## src/core/toc_consts.svh

```systemverilog
/*
 * Offsets, bit positions, reset values and fixed counter values of the
 * timer output compare block.
 * Assumes an 8-bit register port with a 4-bit byte address.
 */
`ifndef TOC_CONSTS_SVH
`define TOC_CONSTS_SVH

// Register byte offsets
`define TOC_OFS_CTRL_ONE   4'h0
`define TOC_OFS_CTRL_TWO   4'h1
`define TOC_OFS_STATUS     4'h2
`define TOC_OFS_CMP1_HI    4'h3
`define TOC_OFS_CMP1_LO    4'h4
`define TOC_OFS_CMP2_HI    4'h5
`define TOC_OFS_CMP2_LO    4'h6
`define TOC_OFS_CAP1_HI    4'h7
`define TOC_OFS_CAP1_LO    4'h8
`define TOC_OFS_CNT_HI     4'h9
`define TOC_OFS_CNT_LO     4'ha

// Control one bits
`define TOC_C1_OLVL1       0
`define TOC_C1_OLVL2       1
`define TOC_C1_EDGE        2
`define TOC_C1_FORCE1      3
`define TOC_C1_FORCE2      4
`define TOC_C1_TOIE        5
`define TOC_C1_CAPTURE_IRQ_ENABLE        6
`define TOC_C1_COMPARE_IRQ_ENABLE        7

// Control two bits
`define TOC_C2_CC_LO       0
`define TOC_C2_CC_HI       1
`define TOC_C2_OPM         2
`define TOC_C2_PWM         3
`define TOC_C2_PEN1        4
`define TOC_C2_PEN2        5

// Status bits
`define TOC_ST_OCF1        0
`define TOC_ST_OCF2        1
`define TOC_ST_CAPTURE_FLAG_ONE        2
`define TOC_ST_TOF         3

// Reset and load values
`define TOC_CMP_RESET      16'h8000
`define TOC_CNT_RESET      16'hfffc
`define TOC_CAP_OPM        16'hfffd
`define TOC_CNT_TOP        16'hffff

// Prescaler masks: divide by 2, 4, 8
`define TOC_DIV2_MASK      3'h1
`define TOC_DIV4_MASK      3'h3
`define TOC_DIV8_MASK      3'h7

`endif

```

## src/core/toc_pkg.sv

```systemverilog
/*
 * Types of the timer output compare block.
 * Assumes nothing beyond a SystemVerilog compiler.
 */
package toc_pkg;
   // Operating mode of the timer
   typedef enum logic [1:0] {
      toc_mode_normal = 2'b00,
      toc_mode_opm    = 2'b01,
      toc_mode_pwm    = 2'b10
   } toc_mode_t;

   // Timer clock source
   typedef enum logic [1:0] {
      toc_clk_div4 = 2'b00,
      toc_clk_div2 = 2'b01,
      toc_clk_div8 = 2'b10,
      toc_clk_ext  = 2'b11
   } toc_clk_sel_t;
endpackage

```

## src/core/toc_timer_compare.sv

```systemverilog
/*
 * Output compare unit of a 16-bit free running timer: two compare
 * channels, forced output level, one pulse mode fed by capture input 1,
 * shared timer interrupt request.
 * Assumes all inputs synchronous to sys_clk and an 8-bit register port
 * with read data returned one cycle after the read strobe.
 */
`include "toc_consts.svh"

module toc_timer_compare #(
   parameter int CNT_W = 16                   // Counter width
) (
   input  wire logic       sys_clk,           // System clock
   input  wire logic       rst_b,             // Synchronous reset
   input  wire logic [3:0] reg_addr,          // Register byte address
   input  wire logic [7:0] reg_wdata,         // Write data
   input  wire logic       reg_wr,            // Write strobe
   input  wire logic       reg_rd,            // Read strobe
   output logic      [7:0] reg_rdata,         // Read data, next cycle
   input  wire logic       cpu_irq_mask,      // CPU interrupt mask bit
   input  wire logic       ext_clk,           // External timer clock
   input  wire logic       capture_input_one, // Capture / trigger input
   output logic            timer_irq,         // Timer interrupt request
   output logic            compare_output_pin1,    // Pin 1 level
   output logic            compare_output_pin1_oe, // Pin 1 driven
   output logic            compare_output_pin2,    // Pin 2 level
   output logic            compare_output_pin2_oe  // Pin 2 driven
);

   // Refuse widths the byte map cannot serve
   if (CNT_W != 16) begin : g_bad_width
      $error("toc_timer_compare: CNT_W must be 16");
   end

   // Software registers
   logic [7:0]       ctrl_one_ff;             // Levels, edge, enables
   logic [7:0]       ctrl_two_ff;             // Clock, modes, pin enables
   logic [CNT_W-1:0] compare_value_one_ff;    // Compare value 1
   logic [CNT_W-1:0] compare_value_two_ff;    // Compare value 2
   logic [CNT_W-1:0] capture_value_one_ff;    // Capture value 1
   logic [CNT_W-1:0] cnt_ff;                  // Free running counter
   logic [2:0]       presc_ff;                // Prescaler
   logic             ext_q_ff;                // External clock history
   logic             cap_q_ff;                // Capture input history
   logic             cnt_new_ff;              // Counter took a new value
   logic [1:0]       inhibit_ff;              // Compare inhibit per channel
   logic [3:0]       flag_ff;                 // Status flags
   logic [3:0]       arm_ff;                  // First clear step seen
   logic             irq_ff;                  // Registered request
   logic             pin1_ff;                 // Pin 1 latch
   logic             pin2_ff;                 // Pin 2 latch
   logic [7:0]       rdata_ff;                // Read data register

   toc_pkg::toc_mode_t    mode;               // Decoded mode
   toc_pkg::toc_clk_sel_t clk_sel;            // Decoded clock source
   logic [2:0]            div_mask;           // Prescaler mask
   logic                  tick;               // Timer count enable
   logic                  cap_edge;           // Valid capture edge
   logic                  trig;               // One pulse trigger
   logic                  match1;             // Channel 1 match
   logic                  match2;             // Channel 2 match
   logic                  wr_c1;              // Control one write
   logic                  force1;             // Effective force ch 1
   logic                  force2;             // Effective force ch 2
   logic                  acc_lo1;            // Low compare 1 access
   logic                  acc_lo2;            // Low compare 2 access
   logic                  acc_cap_lo;         // Low capture access
   logic                  acc_cnt_lo;         // Low counter access
   logic [3:0]            flag_set;           // Hardware flag sets
   logic [3:0]            flag_clr;           // Software flag clears
   logic                  nxt_irq;            // Combined request

   // Mode decode, PWM wins over one pulse
   always_comb begin
      case (ctrl_two_ff[`TOC_C2_PWM:`TOC_C2_OPM])
         2'b01:   mode = toc_pkg::toc_mode_opm;
         2'b10,
         2'b11:   mode = toc_pkg::toc_mode_pwm;
         default: mode = toc_pkg::toc_mode_normal;
      endcase
   end

   // Clock source and divider mask
   always_comb begin
      clk_sel = toc_pkg::toc_clk_sel_t'(ctrl_two_ff[`TOC_C2_CC_HI:`TOC_C2_CC_LO]);
      case (clk_sel)
         toc_pkg::toc_clk_div2: div_mask = `TOC_DIV2_MASK;
         toc_pkg::toc_clk_div8: div_mask = `TOC_DIV8_MASK;
         default:               div_mask = `TOC_DIV4_MASK;
      endcase
   end

   // Count enable from prescaler or external rising edge
   assign tick = (clk_sel == toc_pkg::toc_clk_ext) ? (ext_clk & ~ext_q_ff)
                 : ((presc_ff & div_mask) == div_mask);

   // Capture input edge, polarity by edge select
   assign cap_edge = ctrl_one_ff[`TOC_C1_EDGE] ? (capture_input_one & ~cap_q_ff)
                     : (~capture_input_one & cap_q_ff);
   assign trig = cap_edge && (mode == toc_pkg::toc_mode_opm);

   // Matches only on the cycle after the counter changed
   assign match1 = cnt_new_ff && !inhibit_ff[0] && (cnt_ff == compare_value_one_ff);
   assign match2 = cnt_new_ff && !inhibit_ff[1] && (cnt_ff == compare_value_two_ff);

   // Register access decode
   assign wr_c1      = reg_wr && (reg_addr == `TOC_OFS_CTRL_ONE);
   assign force1     = wr_c1 && reg_wdata[`TOC_C1_FORCE1]
                       && (mode == toc_pkg::toc_mode_normal);
   assign force2     = wr_c1 && reg_wdata[`TOC_C1_FORCE2]
                       && (mode == toc_pkg::toc_mode_normal);
   assign acc_lo1    = (reg_wr | reg_rd) && (reg_addr == `TOC_OFS_CMP1_LO);
   assign acc_lo2    = (reg_wr | reg_rd) && (reg_addr == `TOC_OFS_CMP2_LO);
   assign acc_cap_lo = (reg_wr | reg_rd) && (reg_addr == `TOC_OFS_CAP1_LO);
   assign acc_cnt_lo = (reg_wr | reg_rd) && (reg_addr == `TOC_OFS_CNT_LO);

   // Prescaler and edge histories
   always_ff @(posedge sys_clk) begin
      if (!rst_b) begin
         presc_ff <= 3'h0;
         ext_q_ff <= 1'b0;
         cap_q_ff <= 1'b0;
      end else begin
         presc_ff <= presc_ff + 3'h1;
         ext_q_ff <= ext_clk;
         cap_q_ff <= capture_input_one;
      end
   end

   // Counter: trigger reload, else step on tick
   always_ff @(posedge sys_clk) begin
      if (!rst_b) begin
         cnt_ff     <= `TOC_CNT_RESET;
         cnt_new_ff <= 1'b0;
      end else begin
         cnt_new_ff <= tick | trig;
         if (trig) begin
            cnt_ff <= `TOC_CNT_RESET;
         end else if (tick) begin
            cnt_ff <= cnt_ff + 16'h0001;
         end
      end
   end

   // Control registers; force bits are actions and are not stored
   always_ff @(posedge sys_clk) begin
      if (!rst_b) begin
         ctrl_one_ff <= 8'h00;
         ctrl_two_ff <= 8'h00;
      end else begin
         if (wr_c1) begin
            ctrl_one_ff <= reg_wdata & 8'he7;
         end
         if (reg_wr && (reg_addr == `TOC_OFS_CTRL_TWO)) begin
            ctrl_two_ff <= reg_wdata & 8'h3f;
         end
      end
   end

   // Compare values, written only by software
   always_ff @(posedge sys_clk) begin
      if (!rst_b) begin
         compare_value_one_ff <= `TOC_CMP_RESET;
         compare_value_two_ff <= `TOC_CMP_RESET;
      end else if (reg_wr) begin
         case (reg_addr)
            `TOC_OFS_CMP1_HI: compare_value_one_ff[15:8] <= reg_wdata;
            `TOC_OFS_CMP1_LO: compare_value_one_ff[7:0]  <= reg_wdata;
            `TOC_OFS_CMP2_HI: compare_value_two_ff[15:8] <= reg_wdata;
            `TOC_OFS_CMP2_LO: compare_value_two_ff[7:0]  <= reg_wdata;
            default: ;
         endcase
      end
   end

   // Compare inhibit from high write until low write
   always_ff @(posedge sys_clk) begin
      if (!rst_b) begin
         inhibit_ff <= 2'b00;
      end else if (reg_wr) begin
         case (reg_addr)
            `TOC_OFS_CMP1_HI: inhibit_ff[0] <= 1'b1;
            `TOC_OFS_CMP1_LO: inhibit_ff[0] <= 1'b0;
            `TOC_OFS_CMP2_HI: inhibit_ff[1] <= 1'b1;
            `TOC_OFS_CMP2_LO: inhibit_ff[1] <= 1'b0;
            default: ;
         endcase
      end
   end

   // Capture value: counter on edge in normal mode, fixed value on trigger
   always_ff @(posedge sys_clk) begin
      if (!rst_b) begin
         capture_value_one_ff <= 16'h0000;
      end else if (trig) begin
         capture_value_one_ff <= `TOC_CAP_OPM;
      end else if (cap_edge && (mode == toc_pkg::toc_mode_normal)) begin
         capture_value_one_ff <= cnt_ff;
      end
   end

   // Flag sets and second clear steps
   always_comb begin
      flag_set = 4'h0;
      flag_set[`TOC_ST_OCF1] = match1 && (mode == toc_pkg::toc_mode_normal);
      flag_set[`TOC_ST_OCF2] = match2 && (mode != toc_pkg::toc_mode_pwm);
      flag_set[`TOC_ST_CAPTURE_FLAG_ONE] = cap_edge && (mode != toc_pkg::toc_mode_pwm);
      flag_set[`TOC_ST_TOF]  = tick && !trig && (cnt_ff == `TOC_CNT_TOP);
      flag_clr = {acc_cnt_lo, acc_cap_lo, acc_lo2, acc_lo1} & arm_ff;
   end

   // Flags: set wins over clear; status read arms the clear
   always_ff @(posedge sys_clk) begin
      if (!rst_b) begin
         flag_ff <= 4'h0;
         arm_ff  <= 4'h0;
      end else begin
         flag_ff <= flag_set | (flag_ff & ~flag_clr);
         if (reg_rd && (reg_addr == `TOC_OFS_STATUS)) begin
            arm_ff <= flag_ff;
         end else begin
            arm_ff <= arm_ff & flag_ff & ~flag_clr;
         end
      end
   end

   // Pin 1 latch: trigger, then match, then force
   always_ff @(posedge sys_clk) begin
      if (!rst_b) begin
         pin1_ff <= 1'b0;
      end else if (trig) begin
         pin1_ff <= ctrl_one_ff[`TOC_C1_OLVL2];
      end else if (match1 && (mode == toc_pkg::toc_mode_opm)) begin
         pin1_ff <= ctrl_one_ff[`TOC_C1_OLVL1];
      end else if (match1 && (mode == toc_pkg::toc_mode_normal)
                   && ctrl_two_ff[`TOC_C2_PEN1]) begin
         pin1_ff <= ctrl_one_ff[`TOC_C1_OLVL1];
      end else if (force1 && ctrl_two_ff[`TOC_C2_PEN1]) begin
         pin1_ff <= reg_wdata[`TOC_C1_OLVL1];
      end
   end

   // Pin 2 latch: match or force in normal mode only
   always_ff @(posedge sys_clk) begin
      if (!rst_b) begin
         pin2_ff <= 1'b0;
      end else if (match2 && (mode == toc_pkg::toc_mode_normal)
                   && ctrl_two_ff[`TOC_C2_PEN2]) begin
         pin2_ff <= ctrl_one_ff[`TOC_C1_OLVL2];
      end else if (force2 && ctrl_two_ff[`TOC_C2_PEN2]) begin
         pin2_ff <= reg_wdata[`TOC_C1_OLVL2];
      end
   end

   // Shared request: each flag by its enable, then the CPU mask
   assign nxt_irq = !cpu_irq_mask && (
      ((flag_ff[`TOC_ST_OCF1] | flag_ff[`TOC_ST_OCF2]) & ctrl_one_ff[`TOC_C1_COMPARE_IRQ_ENABLE])
      | (flag_ff[`TOC_ST_CAPTURE_FLAG_ONE] & ctrl_one_ff[`TOC_C1_CAPTURE_IRQ_ENABLE])
      | (flag_ff[`TOC_ST_TOF] & ctrl_one_ff[`TOC_C1_TOIE]));

   always_ff @(posedge sys_clk) begin
      if (!rst_b) begin
         irq_ff <= 1'b0;
      end else begin
         irq_ff <= nxt_irq;
      end
   end

   // Read data, one cycle after the strobe; unmapped reads zero
   always_ff @(posedge sys_clk) begin
      if (!rst_b) begin
         rdata_ff <= 8'h00;
      end else if (reg_rd) begin
         case (reg_addr)
            `TOC_OFS_CTRL_ONE: rdata_ff <= ctrl_one_ff;
            `TOC_OFS_CTRL_TWO: rdata_ff <= ctrl_two_ff;
            `TOC_OFS_STATUS:   rdata_ff <= {4'h0, flag_ff};
            `TOC_OFS_CMP1_HI:  rdata_ff <= compare_value_one_ff[15:8];
            `TOC_OFS_CMP1_LO:  rdata_ff <= compare_value_one_ff[7:0];
            `TOC_OFS_CMP2_HI:  rdata_ff <= compare_value_two_ff[15:8];
            `TOC_OFS_CMP2_LO:  rdata_ff <= compare_value_two_ff[7:0];
            `TOC_OFS_CAP1_HI:  rdata_ff <= capture_value_one_ff[15:8];
            `TOC_OFS_CAP1_LO:  rdata_ff <= capture_value_one_ff[7:0];
            `TOC_OFS_CNT_HI:   rdata_ff <= cnt_ff[15:8];
            `TOC_OFS_CNT_LO:   rdata_ff <= cnt_ff[7:0];
            default:           rdata_ff <= 8'h00;
         endcase
      end else begin
         rdata_ff <= 8'h00;
      end
   end

   // Outputs
   assign reg_rdata              = rdata_ff;
   assign timer_irq              = irq_ff;
   assign compare_output_pin1    = pin1_ff;
   assign compare_output_pin2    = pin2_ff;
   assign compare_output_pin1_oe = ctrl_two_ff[`TOC_C2_PEN1];
   assign compare_output_pin2_oe = ctrl_two_ff[`TOC_C2_PEN2];
endmodule // toc_timer_compare

```

## config.mk

```make
export PLATFORM = sky130hd
export DESIGN_NAME = toc_timer_compare
export DESIGN_NICKNAME = d
export VERILOG_FILES = /design/src/core/toc_pkg.sv /design/src/core/toc_timer_compare.sv
export VERILOG_INCLUDE_DIRS = /design/src /design/src/core
export SDC_FILE = /design/constraint.sdc
export NUM_CORES = 1
export LEC_CHECK = 0
export BUFFER_PORTS_ARGS = -buffer_cell sky130_fd_sc_hd__buf_2
export CORE_ASPECT_RATIO = 1.2
export CORE_MARGIN = 2
export CORE_UTILIZATION = 45
export DETAILED_ROUTE_END_ITERATION = 8
export PLACE_DENSITY_LB_ADDON = 0.15
export SLEW_MARGIN = 25
export SYNTH_ARGS = -nofsm -noshare
export SYNTH_HDL_FRONTEND = slang
export SYNTH_SLANG_ARGS = --single-unit
```

## constraint.sdc

```tcl
create_clock -name sys_clk -period 2.3 [get_ports sys_clk]
set_input_delay 0.345 -clock sys_clk [delete_from_list [all_inputs] [get_ports sys_clk]]
set_output_delay 0.345 -clock sys_clk [all_outputs]
set_load 0.02 [all_outputs]
```

==> reports/qor.tcl, run 1 <==
set qor(timing.critical_path.buf_inv) 0
set qor(grt_pass1_wl_mm) 25.7
set qor(total_number_of_placement_rows) 43
set qor(syn_area_per_cell_sq_um) 8.61
set qor(synth_commonest_cells) {103 x sky130_fd_sc_hd__dfxtp_1, 66 x sky130_fd_sc_hd__nand2_1, 40 x sky130_fd_sc_hd__nand3_1}
set qor(capturing_element_type_of_the_critical_path) {flop}
set qor(finalCriticalPeriod_ps) 1980
set qor(ys_seq_area_frac) 0.394
set qor(timing.slew.headroom) 0.510
set qor(drive_above_1_share) 0.134
set qor(synth-seq-cells) 103
set qor(detailedPlacementHpwl_mm) 12.6
set qor(timing.clock.skew_ps) 5.42
set qor(post-synth-top-area-fraction) 0.394
set qor(floorplan.io_pins) 32
set qor(fin_crit_sh) 0.859
set qor(grt.overflow.total) 0
set qor(critical_path.reg2reg.endpoint) {cnt_ff[15]}
set qor(routed_via_density) 5.91
set qor(post_synth_inst_count) 608
set qor(grt_start_max_net_pins) 49
set qor(critical_path.startpoint) {cnt_ff[0]}
set qor(die-area_sq_um) 12500
set qor(drc) 0
set qor(routed_wire_length_per_instance_um) 21.2
set qor(timing_hold_violations_final) 0
set qor(distinct_cell_type_count_of_the_synthesized_netlist) 64
set qor(clock_tree_from_tritoncts) {done}
set qor(netlist_area_sq_um) 5240
set qor(timing_worst_setup_path_type) {flop to flop}
set qor(layoutNonFillerInstCount) 790
set qor(cp.required_ps) 2590
set qor(cts_buffers) 9
set qor(gpl_wtd_cong) 0.991
set qor(p_per_area_nw_per_um2) 647
set qor(via_count_of_the_first_global_routing_pass) 4352
set qor(rsz0062_at_grt) {false}
set qor(slew_violations) 0
set qor(final_net_count) 649
set qor(synth_top_area_cell) {sky130_fd_sc_hd__dfxtp_1}
set qor(setup_viol_count_final) 0
set qor(yosys_warnings) 0
set qor(finalWirelength_mm) 16.7
set qor(max_slew.worst_pin.slew_ps) 732
set qor(io_buffer_count) 31
set qor(finished_core_util) 0.517
set qor(initial_core_util) 0.457
set qor(asyncSetResetFlopFracSynth) 0
set qor(cap_viol_max_count) 0
set qor(clkLatencyLatePin_ps) 350
set qor(worst_setup_path_endpoint) {cnt_ff[15]}
set qor(min_path_cells) 2
set qor(post_cts_resize_count) 0
set qor(r2r_cells) 4
set qor(detailroute.via_count) 4671
set qor(cts.root.buffer_cell) {sky130_fd_sc_hd__clkbuf_16}
set qor(fin_setup_tns_ps) 0
set qor(cts_hold_buffers) 0
set qor(antenna_cells) 0
set qor(critical_path.slowest_cell) {sky130_fd_sc_hd__dfxtp_1}
set qor(synth_most_common_cell) {sky130_fd_sc_hd__dfxtp_1}
set qor(timing.critical_path.max_delay_family) {simple AND/OR/NAND/NOR gates}
set qor(netlist_top_cells_area) {sky130_fd_sc_hd__dfxtp_1 39%, sky130_fd_sc_hd__mux2i_1 6.5%, sky130_fd_sc_hd__xor2_1 5.5%, sky130_fd_sc_hd__a21boi_1 5.0%, sky130_fd_sc_hd__nand2_1 4.7%}
set qor(critical_path_peak_fanout) 9
set qor(clock_edge_transition_at_the_registers_on_the_reported_setup_and_hold_paths_ps) 70
set qor(ordered_cell_list_for_the_critical_path) {and3_1, o211ai_1, or4_1, nand3_1}
set qor(hold_path_class) {primary input to flop}
set qor(fillCellCount) 1114
set qor(floorplan.die.height_um) 122
set qor(fmax_mhz) 506
set qor(die_width_um) 102
set qor(drt_first_iter_violations) 493
set qor(ant_nets) 0
set qor(synth_flop_cell) {sky130_fd_sc_hd__dfxtp_1}
set qor(drt_first_pass_iters) 5
set qor(grt_antenna_before_repair) 0
set qor(result_of_the_run) {completed}
set qor(critPathLaunchType) {flop}
set qor(cp.arrival_ps) 2270
set qor(leakage_nw) 2.29
set qor(fin_hold_ws_ps) 217
set qor(floorplan.core_area_sq_um) 11500
set qor(reg2reg_slack_ps) 320
set qor(cts_post_setup_buffers_inserted) 0
set qor(clock_sinks) 103
set qor(critical_path.max_stage_delay_ps) 640
set qor(synth_edf_count) 0
set qor(critical_path.reg2reg.startpoint) {cnt_ff[0]}
set qor(dp.cells) 774
set qor(layout-area-overhead-vs-synth_pct) 13.2
set qor(worstSetupPathDepth) 4
set qor(longest_clk_path_bufs) 2
set qor(vdd_drop_max_uv) 401
set qor(cts.htree.levels) 3
set qor(grtUsageTotal) 0.280
set qor(synth_fp_nets) 629
-- cells in the final DEF, fill, tap and decap left out, drive strengths merged, types with 3 or more instances in the layout --
cell type	n
dfxtp	103
nand2	66
buf	60
nand3	40
a21boi	36
nor2b	34
mux2i	34
xor2	33
o21ai	31
a21oi	20
nor2	16
inv	13
a22oi	10
and2	9
nor4	9
a221oi	9
clkbuf	9
or3	8
nor3	7
a32oi	6
o21a	5
a32o	5
nand4	5
mux2	5
nand2b	4
or4	4
o31ai	4
xnor2	3
and3	3
or2	3
-- logic make-up (layout without fill, tap and decap cells) --
kind of cell             Yosys count  after routing  synth area share
multiplexers                      41             41            0.0844
AO/OA/AOI/OAI                    144            144             0.192
flip-flops                       103            103             0.394
buffers and inverters             63             88            0.0483
adder cells (fa/ha/maj)            2              2           0.00478
AND/OR/NAND/NOR                  219            219             0.217
XOR/XNOR                          36             36            0.0602
-- state kept, by name (all words and copies together), names as in the netlist --
signal,cells
inhibit_ff,2
cap_q_ff,1
reg_rdata,8
ctrl_two_ff,6
flag_ff,4
compare_output_pin1,1
compare_value_two_ff,16
compare_output_pin2,1
cnt_new_ff,1
arm_ff,4
compare_value_one_ff,16
ctrl_one_ff,6
timer_irq,1
capture_value_one_ff,16
ext_q_ff,1
presc_ff,3
cnt_ff,16
-- layer usage --
layer	part of all wire	track usage	wire [um]
met1	0.42	0.371	7080
met2	0.47	0.429	7800
met3	0.065	0.0539	1080
met4	0.045	0.143	755
met5	0	0	0
-- per-stage QoR --
stage / setup slack (ps) / power [mW] / cell area (sq um)
after global placement: 359 / 2.19 / 5600
after floorplan: 512 / 2.08 / 5240
after global routing: 239 / 3.96 / 5930
after detailed placement: 338 / 2.19 / 5600
after CTS: 368 / 3.85 / 5930
final: 325 / 3.83 / 5930
-- where the power goes --
group / total [mW] / switching [mW] / internal (mW)
Combinational: 0.303 / 0.187 / 0.117
Sequential: 1.85 / 0.0361 / 1.82
Clock: 1.68 / 0.709 / 0.967
Total: 3.83 / 0.932 / 2.90
-- layout make-up --
| cell class | instances | area [sq um] | share of cell area |
|---|---|---|---|
| Inverter | 12 | 45.0 | 0.00760 |
| Clock buffer | 9 | 225 | 0.0380 |
| Sequential cell | 103 | 2060 | 0.348 |
| Tap cell | 157 | 196 | 0.0332 |
| Timing Repair Buffer | 60 | 373 | 0.0629 |
| Multi-Input combinational cell | 442 | 2920 | 0.493 |
| Clock inverter | 7 | 104 | 0.0175 |
-- worst min path at each step --
stage	startpoint	to	slack [ps]
finish	ext_clk	ext_q_ff	220
global route	ext_clk	ext_q_ff	230
CTS	ext_clk	ext_q_ff	210
global placement	arm_ff[1]	arm_ff[1]	440
detailed placement	arm_ff[1]	arm_ff[1]	440
floorplan	capture_value_one_ff[8]	capture_value_one_ff[8]	430
Power figures use the tool's default switching activity.
==> run 2: changes to the inputs <==
--- a/config.mk
+++ b/config.mk
@@ -11,7 +11,6 @@
 export CORE_MARGIN = 2
 export CORE_UTILIZATION = 45
 export DETAILED_ROUTE_END_ITERATION = 8
-export PLACE_DENSITY_LB_ADDON = 0.15
 export SLEW_MARGIN = 25
 export SYNTH_ARGS = -nofsm -noshare
 export SYNTH_HDL_FRONTEND = slang
==> run 2 against run 1 <==
Cell area rose by 1.8%. Maximum frequency fell by 1.1%. Utilization rose by 0.95 points. Total power rose by 4.2%. Non-clock buffer count rose by 11. Register-to-register slack got worse by 20 ps. Sequential power barely moved. Via count rose by 2.7%. Global-route usage rose by 2.1 points. Setup slack got worse by 21 ps.
==> reports/qor.tcl, run 2 (synthesis results as in run 1) <==
set qor(fillCellCount) 1100
set qor(cts_post_setup_buffers_inserted) 0
set qor(total_number_of_placement_rows) 43
set qor(result_of_the_run) {completed}
set qor(fin_hold_ws_ps) 203
set qor(clock_tree_from_tritoncts) {done}
set qor(max_slew.worst_pin.slew_ps) 707
set qor(layout.cells.most_common_list) {103 x sky130_fd_sc_hd__dfxtp_1, 66 x sky130_fd_sc_hd__nand2_1, 40 x sky130_fd_sc_hd__nand3_1, 40 x sky130_fd_sc_hd__buf_4, 35 x sky130_fd_sc_hd__a21boi_1}
set qor(grtUsageTotal) 0.300
set qor(drive_above_1_share) 0.148
set qor(cts.htree.levels) 3
set qor(floorplan.core_area_sq_um) 11500
set qor(netSwitchingPower_mw) 0.921
set qor(critPathLaunchType) {flop}
set qor(post-layout-total-power_mw) 3.99
set qor(cp.arrival_ps) 2290
set qor(rsz0062_at_grt) {false}
set qor(detailroute.via_count) 4796
set qor(slew_violations) 0
set qor(internal-power_mw) 3.07
set qor(cap_viol_max_count) 0
set qor(critical_path.slowest_cell) {sky130_fd_sc_hd__dfxtp_1}
set qor(via_count_of_the_first_global_routing_pass) 4710
set qor(detailed_place.area_sq_um) 5680
set qor(drc) 0
set qor(timing_worst_setup_path_type) {flop to flop}
set qor(setup_ws_ps) 303
set qor(timing.clock.skew_ps) 8.41
set qor(vdd_drop_max_uv) 490
set qor(finalWirelength_mm) 17.8
set qor(drt_first_pass_iters) 5
set qor(dp.cells) 785
set qor(final_area_sq_um) 6030
set qor(grt_pass1_wl_mm) 27.5
set qor(timing.critical_path.buf_inv) 0
set qor(r2r_cells) 4
set qor(finished_core_util) 0.527
set qor(detailedPlacementHpwl_mm) 13.7
set qor(grt_start_max_net_pins) 60
set qor(final_net_count) 660
set qor(clock_sinks) 103
set qor(seq_power_share) 0.464
set qor(critical_path_peak_fanout) 9
set qor(clkLatencyLatePin_ps) 360
set qor(cp.required_ps) 2600
set qor(critical_path.max_stage_delay_ps) 640
set qor(power_frac_comb) 0.079
set qor(io_buffer_count) 31
set qor(capturing_element_type_of_the_critical_path) {flop}
set qor(routed_wire_length_per_instance_um) 22.2
set qor(hold_path_class) {primary input to flop}
set qor(ant_nets) 0
set qor(antenna_cells) 0
set qor(ordered_cell_list_for_the_critical_path) {and3_1, o211ai_1, or4_1, nand3_1}
set qor(layout-area-overhead-vs-synth_pct) 15.3
set qor(timing.slew.headroom) 0.526
set qor(layoutNonFillerInstCount) 801
set qor(cts_buffers) 9
set qor(routed_via_density) 5.99
set qor(p_per_area_nw_per_um2) 662
set qor(clockPowerShare) 0.457
set qor(die-area_sq_um) 12500
set qor(fin_crit_sh) 0.868
set qor(min_path_cells) 2
set qor(clock_edge_transition_at_the_registers_on_the_reported_setup_and_hold_paths_ps) 70
set qor(grt_antenna_before_repair) 0
set qor(drt_first_iter_violations) 557
set qor(preCtsSetupSlack_ps) 325
set qor(timing.critical_path.max_delay_family) {simple AND/OR/NAND/NOR gates}
set qor(cts_hold_buffers) 0
set qor(grt.overflow.total) 0
set qor(gpl_wtd_cong) 1.00
set qor(netSwitchingFraction) 0.231
set qor(setup_viol_count_final) 0
set qor(post_cts_resize_count) 0
set qor(cts.root.buffer_cell) {sky130_fd_sc_hd__clkbuf_16}
set qor(fin_setup_tns_ps) 0
set qor(most_frequent_standard_cell_in_the_layout_excluding_fill_and_tap_cells) {sky130_fd_sc_hd__dfxtp_1}
set qor(fmax_mhz) 501
set qor(timing_hold_violations_final) 0
set qor(worstSetupPathDepth) 4
set qor(initial_core_util) 0.457
set qor(longest_clk_path_bufs) 2
set qor(floorplan.die.height_um) 122
set qor(finalCriticalPeriod_ps) 2000
set qor(die_width_um) 102
set qor(floorplan.io_pins) 32
set qor(leakage_nw) 2.36
run 2: cell types whose count changed in the layout (fill, tap and decap cells not counted), sizes merged:
| cell | previous run | this run |
|---|---|---|
| clkinv | 2 | 1 |
| inv | 13 | 12 |
| clkinvlp | 2 | 0 |
| clkbuf | 9 | 12 |
| buf | 60 | 71 |
| bufinv | 2 | 3 |
run 2: worst paths after layout:
path	start	endpoint	slack, ps
min reg2reg	capture_value_one_ff[6]	capture_value_one_ff[6]	460
min	ext_clk	ext_q_ff	200
max reg2reg	cnt_ff[2]	cnt_ff[15]	300
max	cnt_ff[2]	cnt_ff[15]	300
run 2: metal layers:
metal / GRT usage / wire length [um] / vias to the layer above
met5: 0 / 0 / -
met4: 0.176 / 1000 / 0
met3: 0.0390 / 965 / 58
met2: 0.478 / 8280 / 192
met1: 0.386 / 7570 / 2322
li1: - / - / 2224
run 2: area by class of cell:
cell class / instances / area (sq um) / area share
inverters: 12 / 45.0 / 0.00746
multi-input cells: 442 / 2920 / 0.484
flip-flops and latches: 103 / 2060 / 0.342
clock buffers: 12 / 256 / 0.0425
repair buffers: 71 / 455 / 0.0755
well taps: 157 / 196 / 0.0326
clock inverters: 4 / 98.8 / 0.0164
run 2: power by group through the flow:
| stage | Sequential (mW) | Combinational [mW] | Clock (mW) |
|---|---|---|---|
| 6_report | 1.85 | 0.314 | 1.83 |
| 5_1_grt | 1.86 | 0.340 | 1.92 |
| 4_1_cts | 1.85 | 0.311 | 1.85 |
| 3_5_place_dp | 1.89 | 0.310 | 0 |
| 3_3_place_gp | 1.89 | 0.309 | 0 |
| 2_1_floorplan | 1.88 | 0.198 | 0 |
run 2: worst reg2reg max path: stages, from the launching register on:
cell                       delay [ps]
sky130_fd_sc_hd__dfxtp_1          640
sky130_fd_sc_hd__and3_1           310
sky130_fd_sc_hd__o211ai_1         320
sky130_fd_sc_hd__or4_1            560
sky130_fd_sc_hd__nand3_1          100
==> run 3: changes to the inputs <==
--- a/config.mk
+++ b/config.mk
@@ -8,9 +8,10 @@
 export LEC_CHECK = 0
 export BUFFER_PORTS_ARGS = -buffer_cell sky130_fd_sc_hd__buf_2
 export CORE_ASPECT_RATIO = 1.2
-export CORE_MARGIN = 2
+export CORE_MARGIN = 3
 export CORE_UTILIZATION = 45
 export DETAILED_ROUTE_END_ITERATION = 8
+export MAX_ROUTING_LAYER = met4
 export SLEW_MARGIN = 25
 export SYNTH_ARGS = -nofsm -noshare
 export SYNTH_HDL_FRONTEND = slang
==> run 3 against run 2 <==
Clock skew decreased by 2.1 ps. Register-to-register slack about the same. Count of clock-buffer cells in the layout decreased by 3. Via count decreased by 2.4%. Critical path type unchanged.
==> reports/qor.tcl, run 3 (synthesis results as in run 1) <==
set qor(result_of_the_run) {completed}
set qor(grt_pass1_wl_mm) 26.4
set qor(cp.arrival_ps) 2310
set qor(antenna_cells) 0
set qor(layout-area-overhead-vs-synth_pct) 13.3
set qor(fillCellCount) 1122
set qor(initial_core_util) 0.468
set qor(layoutNonFillerInstCount) 793
set qor(cts.htree.levels) 3
set qor(leakage_nw) 2.31
set qor(internal-power_mw) 2.69
set qor(longest_clk_path_bufs) 2
set qor(timing.clock.skew_ps) 6.33
set qor(floorplan.die.height_um) 124
set qor(setup_ws_ps) 296
set qor(finalCriticalPeriod_ps) 2000
set qor(fin_crit_sh) 0.871
set qor(setup_viol_count_final) 0
set qor(finished_core_util) 0.530
set qor(gpl_wtd_cong) 1.04
set qor(fin_hold_ws_ps) 201
set qor(total_number_of_placement_rows) 42
set qor(grtUsageTotal) 0.282
set qor(drive_above_1_share) 0.142
set qor(cts_post_setup_buffers_inserted) 0
set qor(p_per_area_nw_per_um2) 612
set qor(fin_setup_tns_ps) 0
set qor(clock_tree_from_tritoncts) {done}
set qor(clock_edge_transition_at_the_registers_on_the_reported_setup_and_hold_paths_ps) 70
set qor(capturing_element_type_of_the_critical_path) {flop}
set qor(netSwitchingPower_mw) 0.941
set qor(final-seq-area_sq_um) 2060
set qor(seq_power_share) 0.511
set qor(hold_path_class) {primary input to flop}
set qor(drt_first_iter_violations) 428
set qor(timing_worst_setup_path_type) {flop to flop}
set qor(post_cts_resize_count) 0
set qor(timing_hold_violations_final) 0
set qor(grt.overflow.total) 0
set qor(detailroute.via_count) 4680
set qor(clock_sinks) 103
set qor(finalWirelength_mm) 17.2
set qor(slew_violations) 0
set qor(grt_antenna_before_repair) 0
set qor(floorplan.io_pins) 32
set qor(cts_buffers) 9
set qor(drt_first_pass_iters) 6
set qor(drc) 0
set qor(ant_nets) 0
set qor(layout.cells.most_common_list) {103 x sky130_fd_sc_hd__dfxtp_1, 66 x sky130_fd_sc_hd__nand2_1, 40 x sky130_fd_sc_hd__nand3_1}
set qor(io_buffer_count) 31
set qor(cp.required_ps) 2600
set qor(cts_hold_buffers) 0
set qor(cap_viol_max_count) 0
set qor(rsz0062_at_grt) {false}
set qor(fmax_mhz) 499
set qor(preCtsSetupSlack_ps) 264
set qor(netSwitchingFraction) 0.259
set qor(routed_wire_length_per_instance_um) 21.7
set qor(critPathLaunchType) {flop}
set qor(most_frequent_standard_cell_in_the_layout_excluding_fill_and_tap_cells) {sky130_fd_sc_hd__dfxtp_1}
set qor(timing.slew.headroom) 0.534
set qor(clockPowerShare) 0.404
set qor(via_count_of_the_first_global_routing_pass) 4414
set qor(floorplan.core_area_sq_um) 11200
set qor(critical_path_peak_fanout) 7
set qor(final_net_count) 655
set qor(clkLatencyLatePin_ps) 360
set qor(die_width_um) 104
set qor(dp.cells) 777
set qor(die-area_sq_um) 13000
set qor(vdd_drop_max_uv) 457
set qor(routed_via_density) 5.90
set qor(cts.root.buffer_cell) {sky130_fd_sc_hd__clkbuf_16}
set qor(grt_start_max_net_pins) 35
set qor(multi_input_comb_area_sq_um) 2920
set qor(max_slew.worst_pin.slew_ps) 696
set qor(detailedPlacementHpwl_mm) 13.3
set qor(power_frac_comb) 0.085
==> run 3: critical path, cell delays in order, from the launching register on <==
cell and delay, ps:
sky130_fd_sc_hd__dfxtp_1 430, sky130_fd_sc_hd__nand3b_1 110, sky130_fd_sc_hd__a21boi_1 350, sky130_fd_sc_hd__o211ai_1 310
sky130_fd_sc_hd__buf_4 250, sky130_fd_sc_hd__or4_1 400, sky130_fd_sc_hd__nand3_1 100
==> run 3: final cells by class <==
class	instances	share of cell area
multi-input cells	442	0.492
flip-flops and latches	103	0.348
clock buffers	9	0.0380
inverters	12	0.00759
well taps	154	0.0325
repair buffers	66	0.0726
clock inverters	7	0.00949
==> run 3: path summary, 6_finish.rpt <==
check,startpoint,to,slack [ps],depth (start not counted)
worst max register to register,ctrl_two_ff[1],cnt_ff[10],300,6
worst min-delay path,ext_clk,ext_q_ff,200,2
worst max-delay path,ctrl_two_ff[1],cnt_ff[10],300,6
worst min register to register,arm_ff[2],arm_ff[2],460,2
==> run 3: metal layers <==
layer | up-vias | wire, um | track usage
li1 | 2214 | - | -
met4 | 0 | 527 | 0.103
met1 | 2265 | 7550 | 0.359
met3 | 35 | 954 | 0.0472
met2 | 166 | 8220 | 0.454
met5 | - | 0 | -
==> run 3: metrics by stage <==
stage	area (sq um)	power, mW
finish	5930	3.63
global route	5930	3.77
CTS	5930	3.65
detailed placement	5650	2.20
global placement	5650	2.20
floorplan	5240	2.08
==> run 3: power by group through the flow <==
stage                     Sequential [mW]  Combinational (mW)  Clock [mW]
after floorplan                      1.88               0.198           0
after global placement               1.89               0.305           0
after detailed placement             1.89               0.307           0
after CTS                            1.85               0.308        1.49
after global routing                 1.86               0.338        1.57
final                                1.85               0.310        1.47
